==> src/pkg/pao_cfg.svh <==
// Constants of the converter output port: widths, full-scale codes, latency.
// Assumes it is included by bare name from the package and the design files.
`ifndef PAO_CFG_SVH
`define PAO_CFG_SVH

`define PAO_CODE_W 12
`define PAO_RAW_W 14
`define PAO_POS_FS 12'h7FF
`define PAO_NEG_FS 12'h800
`define PAO_RAW_POS_FS 14'h07FF
`define PAO_RAW_NEG_FS 14'h3800
`define PAO_LATENCY 3
`define PAO_CNT_EMPTY 2'h0
`define PAO_CNT_ONE 2'h1
`define PAO_CNT_FULL 2'h2

`endif

==> src/pkg/pao_pkg.sv <==
// Types shared by the converter output port and its output buffer.
// Assumes pao_cfg.svh is on the include path.
`include "pao_cfg.svh"

package pao_pkg;

  // One converted word as it leaves the pipeline.
  typedef struct packed
  {
    logic oor;
    logic [`PAO_CODE_W-1:0] code;
  } pao_word_t;

endpackage : pao_pkg

==> src/core/pao_adc_port.sv <==
// Digital output side of a 12-bit pipelined sampling converter.
// Assumes quantised samples arrive on mclk; the drive-enable pin is asynchronous.
//
// Functional notes
// - Results are twos complement: +FS 7FF, zero 000, -FS 800.
// - Offset binary is the twos complement word with its top bit inverted.
// - Out-of-range flag is 1 above +FS or below -FS, else 0.
// - While out of range the word clamps to +FS or -FS code.
// - Drive enable low floats all data outputs; high drives them.
// - Unless the capture side stalls, each sample reaches the outputs three clock cycles after it is taken.
// - Internal timing uses both rising and falling clock edges.
// - Each sample is taken on the rising clock edge.
`include "pao_cfg.svh"

module pao_adc_port
(
  // Clock and reset
  input wire logic mclk,
  input wire logic rst_n,
  // Quantised samples from the front end
  input wire logic signed [`PAO_RAW_W-1:0] samp_code,
  output logic samp_taken,
  // Output pins
  input wire logic output_drive_enable,
  output logic [`PAO_CODE_W-1:0] data_o,
  output logic [`PAO_CODE_W-1:0] data_oe,
  output logic data_msb_inv_o,
  output logic data_msb_inv_oe,
  output logic out_of_range_flag,
  output logic out_of_range_oe,
  // Capture handshake
  output logic word_valid,
  input wire logic capture_ready
);

  function automatic pao_pkg::pao_word_t pao_clamp(input logic signed [`PAO_RAW_W-1:0] raw);
    pao_pkg::pao_word_t w;
    w.code = raw[`PAO_CODE_W-1:0];
    w.oor = 1'b0;
    if (raw > $signed(`PAO_RAW_POS_FS))
    begin
      w.code = `PAO_POS_FS;
      w.oor = 1'b1;
    end
    else if (raw < $signed(`PAO_RAW_NEG_FS))
    begin
      w.code = `PAO_NEG_FS;
      w.oor = 1'b1;
    end
    return w;
  endfunction : pao_clamp

  logic adv;
  logic oe_meta_r;
  logic oe_sync_r;
  logic s0_v_r;
  logic signed [`PAO_RAW_W-1:0] s0_raw_r;
  logic s1_v_r;
  logic signed [`PAO_RAW_W-1:0] s1_raw_r;
  logic s2_v_r;
  pao_pkg::pao_word_t s2_r;
  logic s3_v_r;
  pao_pkg::pao_word_t s3_r;
  pao_pkg::pao_word_t head;

  // A capture-side stall freezes the whole pipeline once the output buffer is full; no sample is taken then.
  assign samp_taken = adv;

  // Sample on the rising edge.
  always_ff @(posedge mclk or negedge rst_n)
  begin
    if (!rst_n)
    begin
      s0_v_r <= 1'b0;
      s0_raw_r <= '0;
    end
    else if (adv)
    begin
      s0_v_r <= 1'b1;
      s0_raw_r <= samp_code;
    end
  end

  // The half-cycle stage works off the falling edge, between the rising-edge stages.
  always_ff @(negedge mclk or negedge rst_n)
  begin
    if (!rst_n)
    begin
      s1_v_r <= 1'b0;
      s1_raw_r <= '0;
    end
    else
    begin
      s1_v_r <= s0_v_r;
      s1_raw_r <= s0_raw_r;
    end
  end

  // Clamp and flag out-of-range inputs.
  always_ff @(posedge mclk or negedge rst_n)
  begin
    if (!rst_n)
    begin
      s2_v_r <= 1'b0;
      s2_r <= '0;
    end
    else if (adv)
    begin
      s2_v_r <= s1_v_r;
      s2_r <= pao_clamp(s1_raw_r);
    end
  end

  // Last pipeline stage so the buffer head shows the word three cycles on.
  always_ff @(posedge mclk or negedge rst_n)
  begin
    if (!rst_n)
    begin
      s3_v_r <= 1'b0;
      s3_r <= '0;
    end
    else if (adv)
    begin
      s3_v_r <= s2_v_r;
      s3_r <= s2_r;
    end
  end

  pao_out_buf u_buf
  (
    .mclk(mclk),
    .rst_n(rst_n),
    .in_valid(s3_v_r),
    .in_ready(adv),
    .in_word(s3_r),
    .out_valid(word_valid),
    .out_ready(capture_ready),
    .out_word(head)
  );

  // The enable pin is asynchronous, so it is synchronised before use.
  always_ff @(posedge mclk or negedge rst_n)
  begin
    if (!rst_n)
    begin
      oe_meta_r <= 1'b0;
      oe_sync_r <= 1'b0;
    end
    else
    begin
      oe_meta_r <= output_drive_enable;
      oe_sync_r <= oe_meta_r;
    end
  end

  // Floated pins output zero so no stale code leaks while the enable is off.
  assign data_oe = {`PAO_CODE_W{oe_sync_r}};
  assign data_o = oe_sync_r ? head.code : '0;
  assign out_of_range_oe = oe_sync_r;
  assign out_of_range_flag = oe_sync_r & head.oor;
  assign data_msb_inv_oe = oe_sync_r;
  assign data_msb_inv_o = oe_sync_r & ~head.code[`PAO_CODE_W-1];
endmodule : pao_adc_port

==> src/core/pao_out_buf.sv <==
// Two-entry output buffer between the conversion pipeline and the capture logic.
// Assumes one clock, an active-low asynchronous reset and a same-clock receiver.
`include "pao_cfg.svh"

module pao_out_buf
(
  // Clock and reset
  input wire logic mclk,
  input wire logic rst_n,
  // Filling side
  input wire logic in_valid,
  output logic in_ready,
  input wire pao_pkg::pao_word_t in_word,
  // Draining side
  output logic out_valid,
  input wire logic out_ready,
  output pao_pkg::pao_word_t out_word
);

  pao_pkg::pao_word_t head_r;
  pao_pkg::pao_word_t tail_r;
  logic [1:0] cnt_r;
  logic push;
  logic pop;

  // The head is always a register so the pins never see a read mux.
  assign in_ready = (cnt_r != `PAO_CNT_FULL);
  assign out_valid = (cnt_r != `PAO_CNT_EMPTY);
  assign out_word = head_r;
  assign push = in_valid && in_ready;
  assign pop = out_valid && out_ready;

  always_ff @(posedge mclk or negedge rst_n)
  begin
    if (!rst_n)
    begin
      cnt_r <= `PAO_CNT_EMPTY;
    end
    else if (push && !pop)
    begin
      cnt_r <= cnt_r + `PAO_CNT_ONE;
    end
    else if (pop && !push)
    begin
      cnt_r <= cnt_r - `PAO_CNT_ONE;
    end
  end

  always_ff @(posedge mclk or negedge rst_n)
  begin
    if (!rst_n)
    begin
      head_r <= '0;
      tail_r <= '0;
    end
    else
    begin
      case (cnt_r)
        `PAO_CNT_EMPTY:
        begin
          if (push)
            head_r <= in_word;
        end
        `PAO_CNT_ONE:
        begin
          if (push && pop)
            head_r <= in_word;
          else if (push)
            tail_r <= in_word;
        end
        `PAO_CNT_FULL:
        begin
          if (pop)
            head_r <= tail_r;
        end
        default:
        begin
          head_r <= head_r;
        end
      endcase
    end
  end

endmodule : pao_out_buf

==> config.mk <==
export PLATFORM = sky130hd
export DESIGN_NAME = pao_adc_port
export DESIGN_NICKNAME = d
export VERILOG_FILES = /design/src/pkg/pao_pkg.sv /design/src/core/pao_adc_port.sv /design/src/core/pao_out_buf.sv
export VERILOG_INCLUDE_DIRS = /design/src /design/src/pkg
export SDC_FILE = /design/constraint.sdc
export NUM_CORES = 1
export LEC_CHECK = 0
export ABC_CLOCK_PERIOD_IN_PS = 4000
export BUFFER_PORTS_ARGS = -buffer_cell sky130_fd_sc_hd__buf_4
export CAP_MARGIN = 20
export CORE_MARGIN = 1.5
export CORE_UTILIZATION = 55
export CTS_CLUSTER_DIAMETER = 100
export DETAILED_ROUTE_END_ITERATION = 8
export GPL_TIMING_DRIVEN = 1
export PLACE_DENSITY = 0.76
export SYNTH_ARGS = -nofsm -noshare
export SYNTH_HDL_FRONTEND = slang
export SYNTH_SLANG_ARGS = --single-unit
==> constraint.sdc <==
create_clock -name mclk -period 4 [get_ports mclk]
set_input_delay 0.4 -clock mclk [delete_from_list [all_inputs] [get_ports mclk]]
set_output_delay 0.4 -clock mclk [all_outputs]
set_load 0.01 [all_outputs]
==> results by group, run 1 <==
Status
  – Outcome: finished clean

Die
  – Ports: 48
  – Core Area: 6830 um^2
  – Site row count: 30
  – Die ar.: 7660 um^2
  – Initial core utilization: 57.5%
  – DIE WIDTH: 87.5 um
  – DIE HEIGHT: 87.5 um

Logic synthesis
  – YS warnings: 0
  – Post-synthesis cell type count: 32
  – Mapped Nets: 347
  – Yosys top cell by area: dfrtp_1
  – Mapped Cells: 322
  – Top-area cell type share of the netlist area: 46.5%
  – Sequential share of the synthesized area: 56.1%
  – Post-Syn Area: 3930 um^2
  – #FFs+latches synth: 88
  – Synth area leaders: dfrtp_1 (46%), dfrtn_1 (9.6%), mux2_2 (8.6%)
  – Syn_area_per_cell: 12.2 um^2

Worst setup path
  – Critical path class: register to register
  – Worst EP arrival: 3380 ps
  – Critical Path RT: 4200 ps
  – Worst reg2reg setup slack: 820 ps
  – Startpoint types: register
  – Crit end category: register
  – Critical Path Fanout Max: 16

Clock tree
  – Max Root-Sink Buffers: 2
  – Clock slew seen by the registers of the worst setup and hold paths: 90 ps
  – Setup bufs post-CTS: 0
  – H-Tree Level Count: 3
  – Worst-skew pair later-pin latency: 360 ps
  – Num Clock Sinks: 88
  – Total CTS buffers: 9
  – CTS tree: built
  – CTS Root Cell: clkbuf_8

STA
  – Setup Skew: 19.9 ps
  – Setup_tns: 0 ps
  – Final setup violation count: 0
  – Max Fclk: 0.315 GHz
  – Worst-Margin Slew: 798 ps
  – Final worst-path cycle share: 79.5%
  – Rel. slew slack: 46.8%
  – Final min period: 3180 ps
  – Final setup margin: 821 ps
  – RSZ-0062 raised after global routing: false
  – Max Slew Vio Count: 0
  – Final hold violation count: 0

Power and ir drop
  – Internal: 2.29 mW
  – Comb pwr share: 39.6%
  – VDD IR-drop max: 0.425 mV
  – Pleak: 1.94 nW
  – Sw Share: 36.5%
  – Power Total: 3.61 mW
  – Switching power: 1.32 mW
  – Power share of the sequential group: 41.2%
  – Clock network fraction of total power: 19.2%
  – PwrDens: 811 nW/um^2

Route
  – Number of remaining DRC errors: 0
  – Drt pass-1 iters: 4
  – Iter 0 DRT Violations: 127
  – Post-DRT Antenna Nets: 0
  – Via/cell ratio: 5.55
  – WL per Instance: 15.2 um
  – WL final: 6.82 mm
  – Vias: 2491

Final layout
  – Register Area: 2200 um^2
  – Fraction of layout cells with a size suffix above 1: 34.3%
  – Non-filler cells, final: 449
  – Nets: 373
  – Area added between synthesis and finish: 13.3%
  – N_diodes: 0
  – Final Util: 65.1%
  – Fillers: 560
  – Multi-input logic area: 1460 um^2

Global route
  – Global-route wire length before repair: 11.3 mm
  – Total GRT Usage: 19.5%
  – Number of global-route vias before repair: 2367
  – Initial antenna violation count: 0
  – Largest net degree at the start of global routing: 70
  – GRT overflow: 0

Worst hold path
  – Worst Hold Class: primary input to register

Placed design
  – GPL Wtd Cong: 0.868
  – DP HPWL: 4.44 mm
  – Cell total after placement: 432
  – I/O Buffers: 47
  – Setup Slack @ Placement: 843 ps

Run
  – Total of max-cap violations: 0
stage by stage:
| stage | cell area (um^2) | hold WS, ps |
|---|---|---|
| floorplan | 3930 | 104 |
| global placement | 4220 | 338 |
| detailed placement | 4220 | 342 |
| CTS | 4450 | 126 |
| global route | 4450 | 130 |
| finish | 4450 | 141 |
state kept, by name, summed over array words and instances, names as in the netlist:
signal / cells
data_msb_inv_oe: 1
oe_meta_r: 1
s0_raw_r: 14
s0_v_r: 1
s1_raw_r: 14
s1_v_r: 1
s2_r: 13
s2_v_r: 1
s3_r: 13
s3_v_r: 1
u_buf.cnt_r: 2
u_buf.out_word: 13
u_buf.tail_r: 13
power groups by stage:
stage               combinational, mW  sequential [mW]  clock [mW]
floorplan                        1.18             1.43           0
global placement                 1.38             1.48           0
detailed placement               1.43             1.50           0
CTS                              1.44             1.49       0.706
global route                     1.58             1.54       0.736
finish                           1.43             1.49       0.692
placed cells by master, fill, tap and decap left out, types with 2 or more instances in the layout:
| cell type | instances |
|---|---|
| or3b_1 | 10 |
| inv_6 | 3 |
| inv_1 | 19 |
| nand2b_1 | 3 |
| o21ai_0 | 36 |
| bufinv_16 | 2 |
| clkbuf_8 | 9 |
| nor2b_1 | 2 |
| nand2_1 | 27 |
| a31oi_1 | 13 |
| dfrtp_1 | 73 |
| buf_4 | 49 |
| o32ai_2 | 9 |
| a221oi_2 | 10 |
| a221oi_1 | 3 |
| dfrtn_1 | 15 |
| and2_1 | 13 |
| mux2_2 | 30 |
| ha_1 | 6 |
| o32ai_1 | 4 |
| or3b_2 | 3 |
area by class of cell:
class | count | area share [%]
flip-flops and latches | 88 | 49.5
multi-input cells | 180 | 32.7
repair buffers | 50 | 8.49
clock buffers | 9 | 2.78
well taps | 96 | 2.70
clock inverters | 7 | 2.22
inverters | 19 | 1.60
path summary, 6_finish.rpt:
check                                    start                 end  cells after the start
max                             u_buf.cnt_r[0]  u_buf.out_word[10]                      7
min                        output_drive_enable           oe_meta_r                      1
max reg2reg                     u_buf.cnt_r[0]  u_buf.out_word[10]                      7
min reg2reg                          oe_meta_r     data_msb_inv_oe                      0
max in group asynchronous                rst_n         s1_raw_r[4]                      2
min in group asynchronous                rst_n              s0_v_r                      2
Yosys cell counts:
library cell / number
a31oi_1: 13
ha_1: 7
and4_1: 1
dfrtp_1: 73
clkbuf_2: 1
o31ai_1: 1
nor2b_1: 2
and2_1: 13
o21ba_2: 1
nor3_1: 1
a221oi_2: 10
xor2_1: 1
nand2b_1: 3
buf_6: 1
o32ai_1: 4
buf_4: 14
a21bo_2: 1
o21ai_0: 36
or3b_2: 3
o32ai_2: 9
and3_1: 1
a221oi_1: 3
clkbuf_1: 12
and2b_2: 1
xnor2_1: 1
buf_2: 7
and2b_1: 1
nand2_1: 27
inv_1: 19
or3b_1: 10
dfrtn_1: 15
mux2_2: 30
critical path, stage by stage (launching register included):
cell      delay (ps)
dfrtp_1          420
inv_1             90
ha_1             360
and2b_2          520
ha_1             230
nand2b_1         430
and4_1           750
a221oi_1         210
what timing repair did:
item | 4_1_cts | 5_1_grt
resized for setup | 0 | 0
hold buffers | 1 | 0
hold endpoints to repair | 16 | 0
metal layers:
layer	vias to the layer above	wire (um)	global-route usage [%]
li1	1180	-	-
met1	1215	3180	27.3
met2	85	3120	29.2
met3	11	395	3.79
met4	0	115	9.67
met5	-	0	0
cell families (layout without fill, tap and decap cells):
group | Yosys count | after routing | share of synthesized area (%)
buffers and inverters | 54 | 85 | 6.94
xor gates and xnor gates | 2 | 2 | 0.446
muxes | 30 | 30 | 8.60
adders and majority gates | 7 | 7 | 2.23
AOI/OAI and AO/OA | 78 | 78 | 16.5
and+or+nand+nor | 63 | 63 | 9.27
DFF | 88 | 88 | 56.1
Power figures use the tool's default switching activity.
==> run 2: changes to the inputs <==
Settings changed: ABC_CLOCK_PERIOD_IN_PS 4000 to 2940.
Clock period 4 ns to 2.94 ns, I/O delays scaled along.
==> run 2 against run 1 <==
  * Sequential share of layout area down 0.62 points
  * Final area up 1.3%
  * Global-route usage up 0.65 points
  * Via count down 2.2%
  * Critical path depth unchanged
  * Clock skew about the same
  * Die area unchanged
  * First-iteration DRC count up 17%
  * Setup slack worse by 520 ps
  * Combinational power up 38%
  * Total power up 39%
  * Critical path type unchanged
  * Critical endpoint is now u_buf.out_word[12]
==> results by group, run 2 (synthesis gave the netlist of run 1 again) <==
STA
  – Setup Skew: 19.8 ps (was 19.9 ps)
  – Worst-Margin Slew: 776 ps (was 798 ps)
  – RSZ-0062 raised after global routing: false (unchanged)
  – Max Slew Vio Count: 0 (unchanged)
  – Max Fclk: 0.379 GHz (was 0.315 GHz)
  – Final hold violation count: 0 (unchanged)
  – Final worst-path cycle share: 89.7% (was 79.5%)
  – Final setup violation count: 0 (unchanged)
  – Rel. slew slack: 48.2% (was 46.8%)
  – Setup_tns: 0 ps (unchanged)
  – Final min period: 2640 ps (was 3180 ps)

Clock tree
  – Num Clock Sinks: 88 (unchanged)
  – H-Tree Level Count: 3 (unchanged)
  – CTS Root Cell: clkbuf_8 (unchanged)
  – Clock slew seen by the registers of the worst setup and hold paths: 90 ps (about the same)
  – Max Root-Sink Buffers: 2 (unchanged)
  – Worst-skew pair later-pin latency: 350 ps (was 360 ps)
  – Total CTS buffers: 9 (unchanged)
  – Post-CTS sizing: 0 (unchanged)
  – CTS tree: built (unchanged)

Route
  – WL per Instance: 14.9 um (was 15.2 um)
  – Post-DRT Antenna Nets: 0 (unchanged)
  – M1 wire length: 3.12 mm (was 3.18 mm)
  – WL final: 6.77 mm (was 6.82 mm)
  – Drt pass-1 iters: 4 (unchanged)
  – Iter 0 DRT Violations: 148 (was 127)
  – DR WL met3: 335 um (was 395 um)
  – Met2 WL post-DR: 3.22 mm (was 3.12 mm)
  – Via/cell ratio: 5.38 (was 5.55)
  – Vias: 2436 (was 2491)
  – Number of remaining DRC errors: 0 (unchanged)
  – Top Metal Used: met4 (unchanged)

Final layout
  – Non-filler cells, final: 453 (was 449)
  – Nets: 377 (was 373)
  – Largest regs: s0_raw_r: 14 flops, s1_raw_r: 14 flops (unchanged)
  – Commonest non-fill, non-tap cells in the layout: dfrtp_1 (73), buf_4 (53), o21ai_0 (36) (was dfrtp_1 (73), buf_4 (49), o21ai_0 (36))
  – N_diodes: 0 (unchanged)
  – Area added between synthesis and finish: 14.7% (was 13.3%)
  – Final Util: 66.0% (was 65.1%)
  – Fillers: 530 (was 560)
  – Commonest non-fill, non-tap cell in the layout: dfrtp_1 (unchanged)
  – Fraction of layout cells with a size suffix above 1: 35.0% (was 34.3%)

Worst hold path
  – Cells on Worst Hold Path: 1 (unchanged)
  – Worst Hold Class: primary input to register (unchanged)

Placed design
  – GPL Wtd Cong: 0.799 (was 0.868)
  – Cell total after placement: 436 (was 432)
  – DP HPWL: 4.42 mm (was 4.44 mm)
  – I/O Buffers: 47 (unchanged)

Die
  – DIE WIDTH: 87.5 um (unchanged)
  – Die ar.: 7660 um^2 (unchanged)
  – DIE HEIGHT: 87.5 um (unchanged)
  – Ports: 48 (unchanged)
  – Site row count: 30 (unchanged)
  – Core Area: 6830 um^2 (unchanged)
  – Initial core utilization: 57.5% (unchanged)

Global route
  – Largest net degree at the start of global routing: 70 (unchanged)
  – Initial antenna violation count: 0 (unchanged)
  – GRT overflow: 0 (unchanged)
  – Number of global-route vias before repair: 2433 (was 2367)
  – Total GRT Usage: 20.1% (was 19.5%)
  – Global-route wire length before repair: 11.7 mm (was 11.3 mm)

Worst setup path
  – R2R depth: 7 (unchanged)
  – Slowest CP cell: and4_1 (unchanged)
  – Critical Path Fanout Max: 15 (was 16)
  – Crit end category: register (unchanged)
  – Worst EP arrival: 2830 ps (was 3380 ps)
  – Critical path class: register to register (unchanged)
  – Most used cell, CP: ha_1 (unchanged)
  – Crit path max-delay family: simple AND/OR/NAND/NOR gates (unchanged)
  – Slowest stage delay, CP: 700 ps (was 750 ps)
  – Worst path depth: 7 (unchanged)
  – Cell chain of the critical path: inv_1 > ha_1 > and2b_2 > ha_1 > nand2b_1 > and4_1 > a221oi_1 (unchanged)
  – Critical Path RT: 3130 ps (was 4200 ps)
  – WP buf/inv: 1 (unchanged)
  – Startpoint types: register (unchanged)

Power and ir drop
  – PwrDens: 1110 nW/um^2 (was 811 nW/um^2)
  – Pleak: 1.97 nW (was 1.94 nW)
  – VDD IR-drop max: 0.524 mV (was 0.425 mV)

Status
  – Outcome: finished clean (unchanged)

Run
  – Total of max-cap violations: 0 (unchanged)
## run 2: cell types whose count changed in the layout (fill, tap and decap cells not counted), sizes merged
cell,previous run,this run
buf,49,53
clkinv,1,2
bufinv,2,3
clkinvlp,1,0
inv,22,21
## run 2: layout make-up
type	count	area, um^2	area share [%]
Timing Repair Buffer	54	408	9.05
Inverter	19	71.3	1.58
Sequential cell	88	2200	48.9
Clock inverter	7	125	2.78
Clock buffer	9	124	2.75
Multi-Input combinational cell	180	1460	32.3
Tap cell	96	120	2.67
## run 2: final timing paths
| path | to | slack (ps) | start |
|---|---|---|---|
| max reg2reg | u_buf.out_word[12] | 300 | u_buf.cnt_r[0] |
| max in group asynchronous | s1_raw_r[4] | 670 | rst_n |
| min in group asynchronous | s0_v_r | 500 | rst_n |
| max | u_buf.out_word[12] | 300 | u_buf.cnt_r[0] |
| min reg2reg | data_msb_inv_oe | 350 | oe_meta_r |
| min | oe_meta_r | 40 | output_drive_enable |
## run 2: power breakdown
| group | switching, mW | internal (mW) |
|---|---|---|
| registers | 0.286 | 1.73 |
| clock network | 0.442 | 0.573 |
| logic | 1.05 | 0.929 |
| total | 1.78 | 3.23 |
## run 2: timing repair
item | in CTS | in global routing
hold buffers | 1 | 0
hold endpoints to repair | 29 | 0
buffers inserted | 0 | 0
## run 2: per-layer routing
layer  up-vias  global-route usage (%)
met3         9                    3.32
met1      1159                    28.3
met2        82                    30.4
met4         0                    10.1
met5         -                       0
li1       1186                       -
## run 2: per-stage QoR
step           area [um^2]  hold WS (ps)  total power [mW]  worst slack (ps)
4_1_cts               4510          24.8              5.06               286
3_5_place_dp          4250           310              4.03               309
2_1_floorplan         3930         -1.59              3.55               392
5_1_grt               4510          23.1              5.38               110
3_3_place_gp          4250           300              3.92               411
6_report              4510          43.1              5.01               304
